--- src/logic/pcdp_pkg.sv ---
// Purpose: shared constants and types for the channel divider pair
// Assumes: 32-bit Avalon-MM slave, byte address = 4 * register index
// Notes: register data sits in bits [7:0], upper bits read zero
package pcdp_pkg;
	// register indices
	localparam logic [9:0] IDX_DIV0_COUNTS = 10'h190;
	localparam logic [9:0] IDX_DIV0_CTRL = 10'h191;
	localparam logic [9:0] IDX_DIV0_ROUTE = 10'h192;
	localparam logic [9:0] IDX_DIV1_COUNTS = 10'h196;
	localparam logic [9:0] IDX_DIV1_CTRL = 10'h197;
	localparam logic [9:0] IDX_STATUS = 10'h19F;
	// field positions
	localparam int LOW_LSB = 4;
	localparam int HIGH_LSB = 0;
	localparam int PHASE_LSB = 0;
	localparam int BYPASS_BIT = 7;
	localparam int NOSYNC_BIT = 6;
	localparam int FORCE_BIT = 5;
	localparam int START_BIT = 4;
	localparam int DIRECT_BIT = 1;
	localparam int DUTY_BIT = 0;
	// reset values
	localparam logic [7:0] DIV0_COUNTS_RST = 8'h00;
	localparam logic [7:0] DIV0_CTRL_RST = 8'h80;
	localparam logic [7:0] DIV0_ROUTE_RST = 8'h00;
	localparam logic [7:0] DIV1_COUNTS_RST = 8'h00;
	localparam logic [7:0] DIV1_CTRL_RST = 8'h00;
	// path-select codes
	localparam logic [1:0] PATH_REF = 2'h0;
	localparam logic [1:0] PATH_VCO = 2'h2;

	typedef struct packed {
		logic [3:0] low;
		logic [3:0] high;
		logic [3:0] phase;
		logic start_high;
		logic bypass;
		logic nosync;
		logic force_high;
	} pcdp_div_cfg_s;

	typedef enum logic [0:0] {
		PCDP_ST_PHASE = 1'b0,
		PCDP_ST_RUN = 1'b1
	} pcdp_div_state_e;
endpackage

--- src/logic/pcdp_divider.sv ---
// Purpose: one integer divider with phase offset and start level
// Assumes: tick marks one rising edge of the divider input
// Notes: output selection (bypass, force) is done by the caller
`timescale 1ns/1ps
module pcdp_divider (
	// clock and reset
	input wire logic clk,
	input wire logic rst,
	// control
	input wire logic tick,
	input wire logic restart,
	input wire pcdp_pkg::pcdp_div_cfg_s cfg,
	// result
	output logic div_level
);
	pcdp_pkg::pcdp_div_state_e state;
	logic [3:0] cnt;
	wire logic [3:0] limit;
	wire logic [3:0] phase_last;
	wire logic run_tick;

	assign limit = div_level ? cfg.high : cfg.low;
	assign phase_last = cfg.phase - 4'h1;
	// bypass freezes the counter: dividing logic powered down
	assign run_tick = tick & ~cfg.bypass;

	always_ff @(posedge clk) begin
		if (rst) begin
			state <= pcdp_pkg::PCDP_ST_RUN;
			cnt <= 4'h0;
			div_level <= 1'b0;
		end else if (restart) begin
			// held here while sync stays asserted
			cnt <= 4'h0;
			div_level <= cfg.start_high;
			if (cfg.phase == 4'h0) begin
				state <= pcdp_pkg::PCDP_ST_RUN;
			end else begin
				state <= pcdp_pkg::PCDP_ST_PHASE;
			end
		end else if (run_tick) begin
			case (state)
				pcdp_pkg::PCDP_ST_PHASE: begin
					if (cnt == phase_last) begin
						state <= pcdp_pkg::PCDP_ST_RUN;
						cnt <= 4'h0;
					end else begin
						cnt <= cnt + 4'h1;
					end
				end
				pcdp_pkg::PCDP_ST_RUN: begin
					if (cnt == limit) begin
						div_level <= ~div_level;
						cnt <= 4'h0;
					end else begin
						cnt <= cnt + 4'h1;
					end
				end
				default: begin
					state <= pcdp_pkg::PCDP_ST_RUN;
					cnt <= 4'h0;
				end
			endcase
		end
	end
endmodule // pcdp_divider

--- src/logic/pcdp_sync2.sv ---
// Purpose: two-flop synchroniser for pin levels
// Assumes: inputs are slow levels relative to the clock
// Notes: first stage is read only by the second
`timescale 1ns/1ps
module pcdp_sync2 #(
	parameter int W = 1
) (
	// clock and reset
	input wire logic clk,
	input wire logic rst,
	// levels
	input wire logic [W-1:0] d,
	output logic [W-1:0] q
);
	logic [W-1:0] meta;

	always_ff @(posedge clk) begin
		if (rst) begin
			meta <= '0;
			q <= '0;
		end else begin
			meta <= d;
			q <= meta;
		end
	end
endmodule // pcdp_sync2

--- src/logic/pcdp_top.sv ---
// Purpose: two LVPECL-style channel dividers behind an Avalon-MM slave
// Assumes: clock sources arrive as slow pin levels, sampled on CLK_SYS
// Notes: one wait state on every access; unmapped reads return zero
`timescale 1ns/1ps
module pcdp_top (
	// clock and reset
	input wire logic CLK_SYS,
	input wire logic RST,
	// avalon-mm slave
	input wire logic [11:0] AVS_ADDRESS,
	input wire logic AVS_READ,
	input wire logic AVS_WRITE,
	input wire logic [31:0] AVS_WRITEDATA,
	input wire logic [3:0] AVS_BYTEENABLE,
	output logic [31:0] AVS_READDATA,
	output logic AVS_WAITREQUEST,
	// clock source levels and chip sync (pins)
	input wire logic DIST_CLK_LVL,
	input wire logic VCO_CLK_LVL,
	input wire logic REF_CLK_LVL,
	input wire logic SYNC_N,
	// path select from the neighbouring clock-path logic
	input wire logic [1:0] PATH_SELECT,
	// first output pair
	output logic FIRST_PAIR_OUT_A,
	output logic FIRST_PAIR_OUT_B,
	// second output pair
	output logic SECOND_PAIR_OUT_A,
	output logic SECOND_PAIR_OUT_B,
	// status
	output logic DIV0_ACTIVE,
	output logic DIV1_ACTIVE,
	output logic DUTY_FIX_ON
);
	// register storage
	logic [7:0] div0_low_high_counts;
	logic [7:0] div0_control_phase;
	logic [7:0] div0_route_duty;
	logic [7:0] div1_low_high_counts;
	logic [7:0] div1_control_phase;

	// bus handshake
	logic ack;
	wire logic req;
	wire logic [9:0] idx;
	wire logic lane0_wr;
	wire logic hit_div0_counts;
	wire logic hit_div0_ctrl;
	wire logic hit_div0_route;
	wire logic hit_div1_counts;
	wire logic hit_div1_ctrl;
	wire logic hit_status;
	wire logic [7:0] rd_byte;
	wire logic [7:0] status_byte;
	wire logic [7:0] wr_byte;

	// synchronised pins
	wire logic [3:0] pin_raw;
	wire logic [3:0] pin_q;
	wire logic dist_q;
	wire logic vco_q;
	wire logic ref_q;
	wire logic sync_active;
	logic dist_prev;
	wire logic dist_tick;

	// divider configuration and results
	pcdp_pkg::pcdp_div_cfg_s cfg0;
	pcdp_pkg::pcdp_div_cfg_s cfg1;
	wire logic restart0;
	wire logic restart1;
	wire logic lvl0;
	wire logic lvl1;
	wire logic div0_sel;
	wire logic div1_sel;
	wire logic direct_on;
	wire logic route_vco;
	wire logic route_ref;
	wire logic next_first_pair;
	wire logic next_second_pair;

	// avalon decode
	assign req = AVS_READ | AVS_WRITE;
	assign idx = AVS_ADDRESS[11:2];
	assign lane0_wr = AVS_WRITE & ack & AVS_BYTEENABLE[0];
	assign wr_byte = AVS_WRITEDATA[7:0];
	assign hit_div0_counts = (idx == pcdp_pkg::IDX_DIV0_COUNTS);
	assign hit_div0_ctrl = (idx == pcdp_pkg::IDX_DIV0_CTRL);
	assign hit_div0_route = (idx == pcdp_pkg::IDX_DIV0_ROUTE);
	assign hit_div1_counts = (idx == pcdp_pkg::IDX_DIV1_COUNTS);
	assign hit_div1_ctrl = (idx == pcdp_pkg::IDX_DIV1_CTRL);
	assign hit_status = (idx == pcdp_pkg::IDX_STATUS);

	// live state for software: levels, activity, sync
	assign status_byte = {
		2'h0,
		sync_active,
		route_vco | route_ref,
		div1_sel,
		div0_sel,
		lvl1,
		lvl0
	};

	// unmapped indices read zero
	assign rd_byte =
		hit_div0_counts ? div0_low_high_counts :
		hit_div0_ctrl ? div0_control_phase :
		hit_div0_route ? div0_route_duty :
		hit_div1_counts ? div1_low_high_counts :
		hit_div1_ctrl ? div1_control_phase :
		hit_status ? status_byte :
		8'h00;

	// one wait state: ack rises the cycle after the request appears
	always_ff @(posedge CLK_SYS) begin
		if (RST) begin
			ack <= 1'b0;
			AVS_WAITREQUEST <= 1'b1;
		end else begin
			ack <= req & ~ack;
			AVS_WAITREQUEST <= ~(req & ~ack);
		end
	end

	always_ff @(posedge CLK_SYS) begin
		if (RST) begin
			AVS_READDATA <= 32'h0000_0000;
		end else if (AVS_READ & ~ack) begin
			AVS_READDATA <= {24'h00_0000, rd_byte};
		end
	end

	// register writes land at the edge where waitrequest is seen low
	always_ff @(posedge CLK_SYS) begin
		if (RST) begin
			div0_low_high_counts <= pcdp_pkg::DIV0_COUNTS_RST;
			div0_control_phase <= pcdp_pkg::DIV0_CTRL_RST;
			div0_route_duty <= pcdp_pkg::DIV0_ROUTE_RST;
		end else if (lane0_wr) begin
			if (hit_div0_counts) begin
				div0_low_high_counts <= wr_byte;
			end
			if (hit_div0_ctrl) begin
				div0_control_phase <= wr_byte;
			end
			if (hit_div0_route) begin
				// only the route and duty bits exist here
				div0_route_duty <= {
					6'h00,
					wr_byte[pcdp_pkg::DIRECT_BIT],
					wr_byte[pcdp_pkg::DUTY_BIT]
				};
			end
		end
	end

	always_ff @(posedge CLK_SYS) begin
		if (RST) begin
			div1_low_high_counts <= pcdp_pkg::DIV1_COUNTS_RST;
			div1_control_phase <= pcdp_pkg::DIV1_CTRL_RST;
		end else if (lane0_wr) begin
			if (hit_div1_counts) begin
				div1_low_high_counts <= wr_byte;
			end
			if (hit_div1_ctrl) begin
				div1_control_phase <= wr_byte;
			end
		end
	end

	// pin synchronisers
	assign pin_raw = {~SYNC_N, REF_CLK_LVL, VCO_CLK_LVL, DIST_CLK_LVL};

	pcdp_sync2 #(
		.W(4)
	) u_pin_sync (
		.clk(CLK_SYS),
		.rst(RST),
		.d(pin_raw),
		.q(pin_q)
	);

	assign dist_q = pin_q[0];
	assign vco_q = pin_q[1];
	assign ref_q = pin_q[2];
	assign sync_active = pin_q[3];

	// divider input edge, taken after the second flop
	always_ff @(posedge CLK_SYS) begin
		if (RST) begin
			dist_prev <= 1'b0;
		end else begin
			dist_prev <= dist_q;
		end
	end

	assign dist_tick = dist_q & ~dist_prev;

	// configuration fields
	always_comb begin
		cfg0.low = div0_low_high_counts[pcdp_pkg::LOW_LSB +: 4];
		cfg0.high = div0_low_high_counts[pcdp_pkg::HIGH_LSB +: 4];
		cfg0.phase = div0_control_phase[pcdp_pkg::PHASE_LSB +: 4];
		cfg0.start_high = div0_control_phase[pcdp_pkg::START_BIT];
		cfg0.bypass = div0_control_phase[pcdp_pkg::BYPASS_BIT];
		cfg0.nosync = div0_control_phase[pcdp_pkg::NOSYNC_BIT];
		cfg0.force_high = div0_control_phase[pcdp_pkg::FORCE_BIT];
	end

	always_comb begin
		cfg1.low = div1_low_high_counts[pcdp_pkg::LOW_LSB +: 4];
		cfg1.high = div1_low_high_counts[pcdp_pkg::HIGH_LSB +: 4];
		cfg1.phase = div1_control_phase[pcdp_pkg::PHASE_LSB +: 4];
		cfg1.start_high = div1_control_phase[pcdp_pkg::START_BIT];
		cfg1.bypass = div1_control_phase[pcdp_pkg::BYPASS_BIT];
		cfg1.nosync = div1_control_phase[pcdp_pkg::NOSYNC_BIT];
		cfg1.force_high = div1_control_phase[pcdp_pkg::FORCE_BIT];
	end

	// sync held asserted keeps the divider parked at its start level
	assign restart0 = sync_active & ~cfg0.nosync;
	assign restart1 = sync_active & ~cfg1.nosync;

	pcdp_divider u_div0 (
		.clk(CLK_SYS),
		.rst(RST),
		.tick(dist_tick),
		.restart(restart0),
		.cfg(cfg0),
		.div_level(lvl0)
	);

	pcdp_divider u_div1 (
		.clk(CLK_SYS),
		.rst(RST),
		.tick(dist_tick),
		.restart(restart1),
		.cfg(cfg1),
		.div_level(lvl1)
	);

	// bypass wins, then the forced level, then the counted output
	assign div0_sel = cfg0.bypass ? dist_q :
		cfg0.nosync ? cfg0.force_high :
		lvl0;
	assign div1_sel = cfg1.bypass ? dist_q :
		cfg1.nosync ? cfg1.force_high :
		lvl1;

	// direct route; code 01 (and unused 11) keep the divider path
	assign direct_on = div0_route_duty[pcdp_pkg::DIRECT_BIT];
	assign route_vco = direct_on & (PATH_SELECT == pcdp_pkg::PATH_VCO);
	assign route_ref = direct_on & (PATH_SELECT == pcdp_pkg::PATH_REF);

	assign next_first_pair = route_vco ? vco_q :
		route_ref ? ref_q :
		div0_sel;
	assign next_second_pair = div1_sel;

	// all outputs registered; pins see one cycle of latency
	always_ff @(posedge CLK_SYS) begin
		if (RST) begin
			FIRST_PAIR_OUT_A <= 1'b0;
			FIRST_PAIR_OUT_B <= 1'b0;
			SECOND_PAIR_OUT_A <= 1'b0;
			SECOND_PAIR_OUT_B <= 1'b0;
		end else begin
			FIRST_PAIR_OUT_A <= next_first_pair;
			FIRST_PAIR_OUT_B <= next_first_pair;
			SECOND_PAIR_OUT_A <= next_second_pair;
			SECOND_PAIR_OUT_B <= next_second_pair;
		end
	end

	// correction itself is analog; this flags it to the output stage
	always_ff @(posedge CLK_SYS) begin
		if (RST) begin
			DUTY_FIX_ON <= 1'b1;
			DIV0_ACTIVE <= 1'b0;
			DIV1_ACTIVE <= 1'b0;
		end else begin
			DUTY_FIX_ON <= ~div0_route_duty[pcdp_pkg::DUTY_BIT];
			DIV0_ACTIVE <= ~cfg0.bypass;
			DIV1_ACTIVE <= ~cfg1.bypass;
		end
	end
endmodule // pcdp_top

--- config.mk ---
export PLATFORM = sky130hd
export DESIGN_NAME = pcdp_top
export DESIGN_NICKNAME = d
export VERILOG_FILES = /design/src/logic/pcdp_pkg.sv /design/src/logic/pcdp_divider.sv /design/src/logic/pcdp_sync2.sv /design/src/logic/pcdp_top.sv
export SDC_FILE = /design/constraint.sdc
export NUM_CORES = 1
export LEC_CHECK = 0
export BUFFER_PORTS_ARGS = -buffer_cell sky130_fd_sc_hd__buf_2
export CAP_MARGIN = 20
export CORE_ASPECT_RATIO = 1.25
export CORE_UTILIZATION = 48
export CTS_CLUSTER_DIAMETER = 30
export CTS_CLUSTER_SIZE = 28
export DETAILED_ROUTE_END_ITERATION = 6
export PLACE_DENSITY = 0.76
export SYNTH_ARGS = -nofsm -noshare
export SYNTH_HDL_FRONTEND = slang
export SYNTH_HIERARCHICAL = 1
export SYNTH_SLANG_ARGS = --single-unit
--- constraint.sdc ---
create_clock -name CLK_SYS -period 1.75 [get_ports CLK_SYS]
set_input_delay 0.2625 -clock CLK_SYS [delete_from_list [all_inputs] [get_ports CLK_SYS]]
set_output_delay 0.2625 -clock CLK_SYS [all_outputs]
set_load 0.005 [all_outputs]
---- Word-level counts from Yosys, hierarchy flattened ----
Index checks and enable logic that the tools add are counted.
word-level totals
  register bits after elaboration ......... 70
  word-level logic and storage cells ...... 119
  bits of input ports ..................... 58
  output and inout port bits .............. 40
operators by class
  bitwise logic cells ..................... 26
  reductions and logical operators ........ 18
  muxes and demuxes ....................... 38
  equal/unequal tests ..................... 11
  $add $sub $neg .......................... 4
operators by type and width
  operator               number
  $eq A10 B9 Y1 const B  6
  $mux W8                5
  $mux W1                24
  $mux W4                6
  $eq A4 B4 Y1           4
  $pmux W4 S2            2
  $not A1 Y1             13
  $reduce_bool A2 Y1     6
  $and A1 B1 Y1          11
  $reduce_and A2 Y1      5
  $add A4 B1 Y4 const B  2
  $logic_not A4 Y1       2
  $sub A4 B1 Y4 const B  2
  $mux W6                1
  $reduce_and A3 Y1      2
  $reduce_or A2 Y1       2
  $eq A2 B2 Y1 const B   1
  $logic_not A2 Y1       1
  $or A1 B1 Y1           2

---- Depth between registers and ports, before layout ----
Gate-level depths: netlist (run 1).
  word-level depth ........................ 9
  mapped depth ............................ 7
  mapped depth without buffers ............ 7

---- Hierarchy ----
The synthesis (run 1) kept the hierarchy.
by module, submodules not included
  module        times used  cells each  area each (µm²)  sequential area each (µm²)
  pcdp_top      1           309         2671.3           1001.0
  pcdp_divider  2           51          470.5            120.1
  pcdp_sync2    1           16          210.2            160.2

---- Worst setup path before layout (run 1) ----
No wires, ideal clock.
  kind .................................... reg2reg
  start point ............................. register u_pin_sync.q[0]
  end point ............................... register u_div0.cnt[0]
  cell stages (with the launch flop) ...... 7
  arrival ................................. 1.525 ns
  setup slack ............................. 0.104 ns
  buffers on the path ..................... 0
  period minus slack after synthesis ...... 1.646 ns
  library setup time ...................... 0.121 ns
  required time ........................... 1.629 ns
  cell sequence ........................... dfxtp_1 -> nor2b_1 -> nor2b_1 -> and4_1 -> nand2_1 -> o211ai_2 -> nor2_1
between the ends
  word-level cells in the longest chain between the ends .. 2
ends and longest elaborated chain
  element                 line                source
  from (decl)             pcdp_sync2.sv:13    output logic [W-1:0] q
  from (signal assigned)  pcdp_sync2.sv:23    q <= meta;
  $and A1 B1 Y1           pcdp_top.sv:198     assign dist_tick = dist_q & ~dist_prev;
  named net dist_tick     pcdp_top.sv:65      wire logic dist_tick;
  $and A1 B1 Y1           pcdp_divider.sv:25  assign run_tick = tick & ~cfg.bypass;
  to (signal assigned)    pcdp_divider.sv:48  cnt <= cnt + 4'h1;
  to (signal assigned)    pcdp_divider.sv:56  cnt <= cnt + 4'h1;
  to (decl)               pcdp_divider.sv:17  logic [3:0] cnt;
The timed path passes the listed nets, and every way through them passes these cells.
A chain may end at the register's enable or synchronous reset.

---- Worst setup path after layout (run 1) ----
  start point ............................. register div1_control_phase[1]
  end point ............................... register u_div1.cnt[1]
between the ends
  word-level cells in the longest chain between the ends .. 4
ends and longest elaborated chain
  element                 line                source
  from (decl)             pcdp_top.sv:40      logic [7:0] div1_control_phase;
  from (signal assigned)  pcdp_top.sv:161     div1_control_phase <= pcdp_pkg::DIV1_CTRL_RST;
  from (signal assigned)  pcdp_top.sv:167     div1_control_phase <= wr_byte;
  $sub A4 B1 Y4           pcdp_divider.sv:23  assign phase_last = cfg.phase - 4'h1;
  $eq A4 B4 Y1            pcdp_divider.sv:44  if (cnt == phase_last) begin
  $mux W4                 pcdp_divider.sv:44
  $pmux W4 S2             pcdp_divider.sv:42  case (state)
  to (signal assigned)    pcdp_divider.sv:48
  to (signal assigned)    pcdp_divider.sv:56
  to (decl)               pcdp_divider.sv:17
No other way between the ends.

==> run_results.csv, run 1 <==
group,metric,value,unit
placement,place_area,4150,um^2
route,via_count,3225,
route,drtPass1Iterations,4,
pwr,vdd_drop_max,0.000493,V
route,drt_iter0_drc,178,
synth,yosysUniqueCellTypes,53,
floorplan,die_w,81.8,um
pwr,p_per_area,801,nW/um^2
synth,ys.flop_type,"dfxtp_1",
clock_network,postCtsHoldBufs,0,
worst_setup_path,reg2reg_depth,7,
placement,io_buffers,44,
clock_network,clock-sinks,70,
clock_network,cts.clk_slew.worst_paths,70,ps
grt,grt_remaining_overflow,0,
floorplan,io_pins,98,
sta,rsz0062_at_grt,"no",
sta,hold_viol,0,
clock_network,cts_tree,"done",
sta,finalSetupViolCount,0,
hold_path,worstHoldPathCells,2,
synth,synth-edff-count,0,
grt,grt_util_met3,5.77,%
sta,fmax,0.606,GHz
finish,drive_above_1_share,20.1,%
worst_setup_path,worstSetupStartpointType,"register",
grt,gr-usage-all-layers,23.2,%
synth,ys_async_sr_fraction,0,%
worst_setup_path,path_class,"register to register",
clock_network,clockBufferDepth,2,
pwr,pwr-share-comb,8.4,%
worst_setup_path,slowest_stage,"dfxtp_1",
worst_setup_path,r2r-end,"u_div1/cnt[1]",
pwr,seqPwrFrac,46.5,%
floorplan,die_area,8330,um^2
floorplan,rows,36,
placement,dpl.hpwl,6.74,mm
outcome,status,"completed",
sta,finClkSkew,9.38,ps
clock_network,cts_buffers,9,
grt,first_global_vias,2989,
clock_network,ctsRootBufferMaster,"clkbuf_8",
grt,grt_use_met1,27.7,%
hold_path,hp-start,"VCO_CLK_LVL",
hold_path,hold_class,"input port to register",
synth,synth_area,3820,um^2
sta,setup_tns,0,ps
synth,yosysWarnings,6,
finish,utilization,56.8,%
floorplan,coreArea,7750,um^2
route,wl_per_cell,15.8,um
pwr,p_int,2.69,mW
finish,synthToLayoutAreaGrowth,15.1,%
pwr,swShare,23.7,%
pwr,p_leak,1.90,nW
clock_network,htree_levels,3,
finish,finalNetCount,544,
worst_setup_path,cp_data_arrival_time,1880,ps
finish,instances_no_fill,582,
finish,diodes,0,
pwr,p_switching,0.836,mW
grt,busiest_layer,"met2",
sta,period_share,94.3,%
route,viasPerCell,5.54,
sta,maxSlewHeadroom,54.1,%
floorplan,initial_core_util,49.3,%
pwr,clockPowerShare,45.1,%
hold_path,holdPathEnd,"u_pin_sync/meta[1]",
grt,grt_pass1_wl,14.4,mm
floorplan,die_y,102,um
worst_setup_path,end_kind,"register",
worst_setup_path,reg2reg_from,"div1_control_phase[1]",
clock_network,clk_latency,350,ps
sta,fin_crit,1650,ps
route,ant_nets,0,
synth,netlist_instances,427,
grt,met2_usage,35.3,%
route,routed_wl,9.19,mm
worst_setup_path,slowest_delay,390,ps
placement,gp_congestion,0.934,
worst_setup_path,path_cells,"inv_1 > ha_1 > xnor3_1 > and4_1 > nand2_1 > o211ai_2 > nor2_1",
sta,maxSlewViolCount,0,
worst_setup_path,path_max_fanout,4,
worst_setup_path,rrSetupSlack,100,ps
sta,tightestPinTransition,688,ps
worst_setup_path,cp.required,1980,ps
finish,fin_area,4400,um^2
placement,placed_cells,566,
route,drc_errors,0,
grt,antenna_found_initial,0,
synth,avgSynthCellArea,8.95,um^2
grt,grt_max_degree,36,
synth,yosysSeqAreaShare,36.7,%
flow_run,cap_violations,0,
synth,ys_ff_latch,70,
## power by group through the flow
stage | registers [mW] | logic [mW] | clock network, mW
2_1_floorplan | 1.67 | 0.218 | 0
3_3_place_gp | 1.67 | 0.283 | 0
3_5_place_dp | 1.68 | 0.289 | 0
4_1_cts | 1.64 | 0.292 | 1.63
5_1_grt | 1.64 | 0.327 | 1.69
6_report | 1.64 | 0.296 | 1.59
## cells by family (layout without fill, tap and decap cells)
logic type	after synthesis	after routing	synth area share, %
flip-flops	70	70	36.7
AND/OR/NAND/NOR	141	141	22.3
adder cells (fa/ha/maj)	4	4	1.31
AO/OA/AOI/OAI	76	76	12.0
other	1	24	0.0981
multiplexers	46	46	12.0
buffers and inverters	65	102	9.33
XOR/XNOR	24	24	6.22
## what timing repair did
item,4_1_cts,5_1_grt
setup endpoints to repair,0,5
gates resized for setup,0,2
buffers inserted,0,0
hold endpoints to repair,0,0
## critical path, delay by kind of cell (launching register included)
family,cells,cell delay (ps)
flip-flops,1,390
AND/OR/NAND/NOR,3,380
XOR/XNOR,1,260
AO/OA/AOI/OAI,1,220
adder cells (fa/ha/maj),1,210
buffers and inverters,1,70
## cells in the mapped netlist (2+ instances only)
master      n  area [um^2]
a22oi_1     4         30.0
o211ai_2    2         25.0
nor4b_1     2         17.5
o2111ai_1   3         26.3
nor3_1      6         30.0
a21oi_1    29          145
xor2_1     16          140
nor4_4      2         42.5
inv_1      18         67.6
nand4_2     4         50.1
nand4_1     5         31.3
clkbuf_1   12         45.0
and4_1      2         17.5
nand2_1     6         22.5
xnor2_1     6         52.6
dfxtp_1    70         1400
buf_2       6         30.0
o32ai_1     2         17.5
nand3b_1    3         22.5
a31oi_1     2         12.5
nor2_1     50          188
mux2i_1    46          460
nand2b_1   13         81.3
xnor3_1     2         45.0
nand3_1    13         65.1
nand4b_1    3         26.3
o2bb2ai_1   2         17.5
o21a_1      3         22.5
ha_1        4         50.1
buf_4      26          195
nand4bb_1   3         33.8
or4_1       2         15.0
o21ai_1     3         15.0
nor2b_1    17          106
nor3b_1     2         15.0
buf_1       2         7.51
o21ai_0    20          100
## how the worst max path moves through the flow
stage / from / end / slack, ps / cells after the start
2_1_floorplan: u_pin_sync/q[0] / u_div0/cnt[0] / 100 / 6
3_3_place_gp: u_div1/div_level / u_div1/div_level / 120 / 5
3_5_place_dp: u_div1/div_level / u_div1/div_level / 80 / 5
4_1_cts: div0_control_phase[1] / u_div0/cnt[2] / 70 / 7
5_1_grt: div0_control_phase[1] / u_div0/cnt[1] / 30 / 7
6_report: div1_control_phase[1] / u_div1/cnt[1] / 100 / 7
## registers in the layout (all words and copies together), names as in the netlist
| register | flops |
|---|---|
| div0_route_duty | 2 |
| SECOND_PAIR_OUT_B | 1 |
| u_div0/state | 1 |
| div1_low_high_counts | 8 |
| u_pin_sync/meta | 4 |
| div0_low_high_counts | 8 |
| u_pin_sync/q | 4 |
| u_div1/div_level | 1 |
| AVS_WAITREQUEST | 1 |
| AVS_READDATA | 8 |
| div0_control_phase | 8 |
| ack | 1 |
| DIV0_ACTIVE | 1 |
| u_div1/state | 1 |
| DUTY_FIX_ON | 1 |
| u_div1/cnt | 4 |
| u_div0/cnt | 4 |
| u_div0/div_level | 1 |
| FIRST_PAIR_OUT_B | 1 |
| DIV1_ACTIVE | 1 |
| div1_control_phase | 8 |
| dist_prev | 1 |
## metrics by stage
stage               hold WS, ps  power (mW)  worst slack (ps)
floorplan                   334        1.89               104
global placement            416        1.96               125
detailed placement          431        1.96              82.2
CTS                        96.2        3.56              70.3
global route                114        3.66              30.6
finish                      119        3.52              99.1
## layout by cell type (no fill, tap or decap), types with 3 or more instances in the layout
master / netlist / final
nand4_1: 5 / 5
clkbuf_8: 0 / 9
inv_1: 18 / 18
buf_2: 6 / 44
nand3b_1: 3 / 3
mux2i_1: 46 / 46
o21ai_0: 20 / 20
xor2_1: 16 / 16
nand4_2: 4 / 4
dfxtp_1: 70 / 68
xnor2_1: 6 / 6
buf_4: 26 / 23
a22oi_1: 4 / 4
nand4bb_1: 3 / 3
nand3_1: 13 / 13
o2111ai_1: 3 / 3
conb_1: 1 / 24
nand2b_1: 13 / 13
o21a_1: 3 / 3
a21oi_1: 29 / 29
nor3_1: 6 / 6
ha_1: 4 / 4
nor2b_1: 17 / 17
bufinv_16: 0 / 3
nand4b_1: 3 / 3
o21ai_1: 3 / 3
nand2_1: 6 / 6
nor2_1: 50 / 50
## area by class of cell
| cell class | instances | area (um^2) |
|---|---|---|
| clock inverter | 7 | 120 |
| multi-input combinational | 315 | 2150 |
| inverter | 18 | 67.6 |
| tap | 95 | 119 |
| sequential | 70 | 1400 |
| timing repair buffer | 68 | 413 |
| clock buffer | 9 | 124 |
| fill | 704 | 3350 |
## per-layer routing
layer / vias to the layer above / share of wire [%]
met2: 129 / 46
met4: 0 / 6.5
li1: 1555 / -
met5: - / 0
met3: 42 / 4.7
met1: 1499 / 43
Note: power is estimated with default switching activity, not from simulation.
==> run 2, diff against run 1 <==
==> constraint.sdc (replaced) <==
create_clock -name CLK_SYS -period 1.75 [get_ports CLK_SYS]
set_input_delay 0.175 -clock CLK_SYS [delete_from_list [all_inputs] [get_ports CLK_SYS]]
set_output_delay 0.175 -clock CLK_SYS [all_outputs]
set_load 0.005 [all_outputs]
==> run 2 against run 1 <==
  * Sequential share of layout area is 0.17 points higher
  * Setup slack worse by 10 ps
  * Final area shrank 0.71%
  * Largest cell class unchanged
  * Die area unchanged
  * Count of clock-buffer cells in the layout unchanged
  * Sequential cell count unchanged
==> run_results.csv, run 2 (synthesis results as in run 1) <==
group,metric,value,unit
outcome,status,"completed",
clock_network,ctsRootBufferMaster,"clkbuf_8",
clock_network,cts.clk_slew.worst_paths,80,ps
sta,maxSlewHeadroom,54.5,%
placement,io_buffers,44,
finish,diodes,0,
worst_setup_path,end_kind,"register",
grt,gr-usage-all-layers,23.7,%
floorplan,coreArea,7750,um^2
hold_path,hold_class,"input port to register",
clock_network,postCtsHoldBufs,0,
floorplan,io_pins,98,
worst_setup_path,slowest_delay,400,ps
sta,finalSetupViolCount,0,
floorplan,die_area,8330,um^2
route,routed_wl,9.33,mm
finish,drive_above_1_share,19.8,%
grt,first_global_vias,2979,
pwr,vdd_drop_max,0.000560,V
worst_setup_path,slowest_stage,"dfxtp_1",
worst_setup_path,worstSetupStartpointType,"register",
clock_network,clock-sinks,70,
route,ant_nets,0,
route,viasPerCell,5.61,
sta,period_share,94.9,%
route,via_count,3261,
floorplan,initial_core_util,49.3,%
clock_network,clockBufferDepth,2,
pwr,p_leak,1.89,nW
clock_network,cts_tree,"done",
placement,gp_congestion,0.869,
sta,maxSlewViolCount,0,
finish,finalNetCount,543,
clock_network,htree_levels,3,
sta,fmax,0.602,GHz
route,drt_iter0_drc,245,
route,drtPass1Iterations,5,
clock_network,cts_buffers,9,
grt,grt_remaining_overflow,0,
floorplan,die_y,102,um
pwr,total_power,3.41,mW
worst_setup_path,cp_data_arrival_time,1900,ps
floorplan,rows,36,
worst_setup_path,cp.required,1990,ps
finish,fillCellCount,716,
grt,grt_max_degree,33,
clock_network,post-cts-setup-buffer-count,0,
grt,grt_pass1_wl,14.8,mm
sta,finClkSkew,11.3,ps
route,wl_per_cell,16.0,um
placement,dpl.hpwl,6.92,mm
finish,mostFrequentLayoutCells,"dfxtp_1 (70), nor2_1 (50), mux2i_1 (46), buf_2 (44), a21oi_1 (29)",
sta,hold_viol,0,
clock_network,cts_resized,0,
sta,setup_tns,0,ps
grt,antenna_found_initial,0,
clock_network,clk_latency,360,ps
flow_run,cap_violations,0,
pwr,p_per_area,781,nW/um^2
floorplan,die_w,81.8,um
finish,synthToLayoutAreaGrowth,14.2,%
sta,fin_crit,1660,ps
worst_setup_path,path_class,"register to register",
route,drc_errors,0,
worst_setup_path,path_cells,"inv_1 > ha_1 > xnor3_1 > and4_1 > nand2_1 > o211ai_2 > nor2_1",
sta,rsz0062_at_grt,"no",
sta,tightestPinTransition,673,ps
worst_setup_path,path_max_fanout,4,
finish,final_common_cell,"dfxtp_1",
-- run 2: cell count changes in the layout (fill, tap and decap cells not counted) --
cell        previous run  this run
nor2b_2                0         1
clkinv_2               1         2
nor2b_1               17        16
buf_4                 23        22
dfxtp_2                2         0
clkinvlp_4             1         0
dfxtp_1               68        70
clkinv_4               1         2
bufinv_16              3         2
-- run 2: path summary, 6_finish.rpt --
| path | slack (ps) | endpoint | cells past startpoint | startpoint |
|---|---|---|---|---|
| worst max register to register | 90 | u_div1/cnt[0] | 7 | div1_control_phase[1] |
| worst min register to register | 440 | u_pin_sync/q[1] | 1 | u_pin_sync/meta[1] |
| worst min-delay path | 30 | u_pin_sync/meta[1] | 2 | VCO_CLK_LVL |
| worst max-delay path | 90 | u_div1/cnt[0] | 7 | div1_control_phase[1] |
-- run 2: cell type report --
| class | count | area, um^2 | area share [%] |
|---|---|---|---|
| multi-input combinational | 315 | 2150 | 49.3 |
| sequential | 70 | 1400 | 32.1 |
| timing repair buffer | 67 | 405 | 9.28 |
| clock buffer | 9 | 124 | 2.84 |
| tap | 95 | 119 | 2.72 |
| clock inverter | 7 | 96.3 | 2.21 |
| inverter | 18 | 67.6 | 1.55 |
-- run 2: critical path, delay by kind of cell, from the launching register on --
kind                       cells  cell delay [ps]
AOI/OAI and AO/OA              1              220
buffers and inverters          1               60
xor gates and xnor gates       1              290
adders and majority gates      1              210
and+or+nand+nor                3              370
DFF                            1              400
-- run 2: metrics by stage --
step	hold slack, ps	setup WS [ps]	cells	cell area, um^2	util [%]
after global routing	37.6	17.0	581	4370	56.4
after CTS	21.3	87.4	581	4360	56.3
after global placement	382	122	565	4140	53.5
after floorplan	247	104	450	3910	-
final	30.9	89.0	581	4370	56.4
after detailed placement	391	101	565	4140	53.5
-- run 2: layer usage --
layer | GRT usage (%) | routed length [um] | up-vias
met5 | 0 | 0 | -
met2 | 38.1 | 4490 | 144
met4 | 16.9 | 494 | 0
li1 | - | - | 1563
met3 | 3.42 | 456 | 36
met1 | 28.6 | 3880 | 1518
-- run 2: report_power, final --
part	switching, mW	total, mW	internal [mW]	leakage (nW)
Sequential	0.0173	1.64	1.62	0.568
Clock	0.663	1.47	0.807	0.114
Combinational	0.184	0.302	0.118	1.21
Total	0.865	3.41	2.54	1.89
==> run 3, diff against run 2 <==
--- a/config.mk
+++ b/config.mk
@@ -5,6 +5,7 @@
 export SDC_FILE = /design/constraint.sdc
 export NUM_CORES = 1
 export LEC_CHECK = 0
+export ABC_AREA = 1
 export BUFFER_PORTS_ARGS = -buffer_cell sky130_fd_sc_hd__buf_2
 export CAP_MARGIN = 20
 export CORE_ASPECT_RATIO = 1.25
==> run 3 against run 2 <==
  * Area after synthesis grew 0.75%
  * Final area shrank 0.80%
  * Synthesized cell count grew 35%
  * Largest power group unchanged
  * Count of clock-buffer cells in the layout grew 2
  * Highest routed layer unchanged
  * Wire length shrank 2.6%
  * Global-route usage shrank 0.088 points
  * Non-clock buffer count shrank 13
  * Sequential cell count is the same
==> run_results.csv, run 3 <==
group,metric,value,unit
synth,synth.area.top_cells,"dfxtp_1 (36%), nand2_1 (12%), inv_1 (8.7%)",
clock_network,cts_buffers,9,
placement,place_area,4090,um^2
placement,placed_cells,714,
finish,fin_area,4330,um^2
worst_setup_path,worstSetupStartpointType,"register",
synth,yosysTopAreaCellShare,36.4,%
finish,finalNetCount,692,
pwr,p_leak,1.96,nW
finish,mostFrequentLayoutCells,"nand2_1 (124), inv_1 (89), dfxtp_1 (70), nor2_1 (63), a21oi_1 (45)",
sta,worst_hold_slack,24.3,ps
clock_network,clock-sinks,70,
clock_network,clk_latency,350,ps
grt,met2_usage,42.0,%
pwr,vdd_drop_max,0.000504,V
worst_setup_path,rrSetupSlack,210,ps
floorplan,coreArea,7790,um^2
floorplan,die_w,82.1,um
clock_network,cts_resized,0,
sta,hold_viol,0,
worst_setup_path,path_class,"register to register",
floorplan,die_area,8390,um^2
placement,io_buffers,44,
clock_network,cts.clk_slew.worst_paths,80,ps
finish,drive_above_1_share,15.0,%
route,drc_errors,0,
finish,fillCellCount,775,
synth,ys_async_sr_fraction,0,%
hold_path,hp-start,"VCO_CLK_LVL",
route,drtPass1Iterations,5,
floorplan,io_pins,98,
route,wl_per_cell,12.4,um
sta,fmax,0.649,GHz
synth,yosysUniqueCellTypes,32,
clock_network,htree_levels,3,
sta,setup_tns,0,ps
clock_network,postCtsHoldBufs,0,
floorplan,initial_core_util,49.4,%
flow_run,cap_violations,0,
route,ant_nets,0,
synth,yosysSeqAreaShare,36.4,%
route,via_count,3657,
worst_setup_path,cp_data_arrival_time,1790,ps
worst_setup_path,end_kind,"register",
sta,period_share,88.1,%
synth,synth-edff-count,0,
grt,gr-usage-all-layers,23.7,%
sta,fin_crit,1540,ps
outcome,status,"completed",
route,drt_iter0_drc,188,
finish,instances_no_fill,730,
route,routed_wl,9.08,mm
finish,final_common_cell,"nand2_1",
worst_setup_path,reg2reg_from,"div1_control_phase[1]",
sta,finClkSkew,10.9,ps
synth,synth_most_common_cell,"nand2_1",
placement,dpl.hpwl,7.11,mm
pwr,p_per_area,794,nW/um^2
grt,grt_util_met3,4.02,%
finish,diodes,0,
grt,grt_use_met1,26.1,%
clock_network,ctsRootBufferMaster,"clkbuf_8",
clock_network,cts_tree,"done",
hold_path,holdPathEnd,"u_pin_sync/meta[1]",
finish,synthToLayoutAreaGrowth,12.5,%
hold_path,hold_class,"input port to register",
grt,grt_max_degree,36,
worst_setup_path,cp.required,2000,ps
synth,ys_ff_latch,70,
grt,first_global_vias,3319,
floorplan,die_y,102,um
clock_network,clockBufferDepth,2,
placement,gp_congestion,0.950,
grt,grt_remaining_overflow,0,
route,viasPerCell,5.01,
clock_network,post-cts-setup-buffer-count,0,
grt,grt_pass1_wl,14.8,mm
worst_setup_path,reg2reg_depth,8,
pwr,total_power,3.44,mW
sta,rsz0062_at_grt,"no",
floorplan,rows,36,
hold_path,worstHoldPathCells,3,
synth,synth_area,3850,um^2
synth,yosysWarnings,6,
synth,synth_largest_area_cell,"dfxtp_1",
synth,avgSynthCellArea,6.66,um^2
synth,ys.flop_type,"dfxtp_1",
grt,antenna_found_initial,0,
synth,netlist_instances,578,
worst_setup_path,r2r-end,"u_div1/cnt[3]",
synth,synthTopCellsByCount,"nand2_1 (124), inv_1 (89), dfxtp_1 (70), nor2_1 (64), a21oi_1 (45)",
grt,busiest_layer,"met2",
worst_setup_path,path_max_fanout,4,
sta,finalSetupViolCount,0,
sta,maxSlewViolCount,0,
run 3: area by class of cell:
type | count | area (um^2) | share of cell area, %
Multi-Input combinational cell | 399 | 1920 | 44.3
Clock inverter | 5 | 106 | 2.46
Timing Repair Buffer | 54 | 295 | 6.82
Tap cell | 95 | 119 | 2.74
Inverter | 96 | 360 | 8.32
Clock buffer | 11 | 131 | 3.03
Sequential cell | 70 | 1400 | 32.4
run 3: kinds of logic (layout without fill, tap and decap cells):
| kind of cell | Yosys count | in the layout | share of synthesized area (%) |
|---|---|---|---|
| AO/OA/AOI/OAI | 94 | 94 | 12.5 |
| XOR/XNOR | 12 | 12 | 2.73 |
| adder cells (fa/ha/maj) | 4 | 4 | 1.30 |
| buffers and inverters | 132 | 166 | 16.1 |
| flip-flops | 70 | 70 | 36.4 |
| other | 1 | 24 | 0.0974 |
| AND/OR/NAND/NOR | 265 | 265 | 30.9 |
run 3: where the power goes:
group	internal (mW)	leakage, nW	switching (mW)
logic	0.0797	1.28	0.162
registers	1.61	0.567	0.0181
clock network	0.953	0.114	0.613
total	2.65	1.96	0.793
run 3: metrics by stage:
stage                     utilization (%)  worst slack [ps]
final                                55.6               209
after global routing                 55.6              29.5
after CTS                            55.6               201
after detailed placement             52.5               217
after global placement               52.5               232
after floorplan                         -               385
run 3: worst max path at each step:
stage                                      from                       to  cells after the start
after floorplan           div0_control_phase[0]            u_div0/cnt[0]                      8
after global placement          AVS_ADDRESS[11]  div1_low_high_counts[7]                      7
after detailed placement  div1_control_phase[1]            u_div1/cnt[1]                      8
after CTS                 div1_control_phase[1]            u_div1/cnt[2]                      8
after global routing            u_pin_sync/q[0]            u_div0/cnt[0]                      9
final                     div1_control_phase[1]            u_div1/cnt[3]                      8
run 3: critical path, stage by stage, from the launching register on:
cell and delay (ps):
dfxtp_1 390, inv_1 70, ha_1 290, xor2_1 140, nand2_1 60, nor2_1 160
nand4_1 100, nand3_1 160, nor2_1 60
run 3: layer usage:
metal  routed length, um  share of wire [%]
met5                   0                  0
met1                3720                 41
met3                 389                4.3
met2                4610                 51
met4                 366                4.0
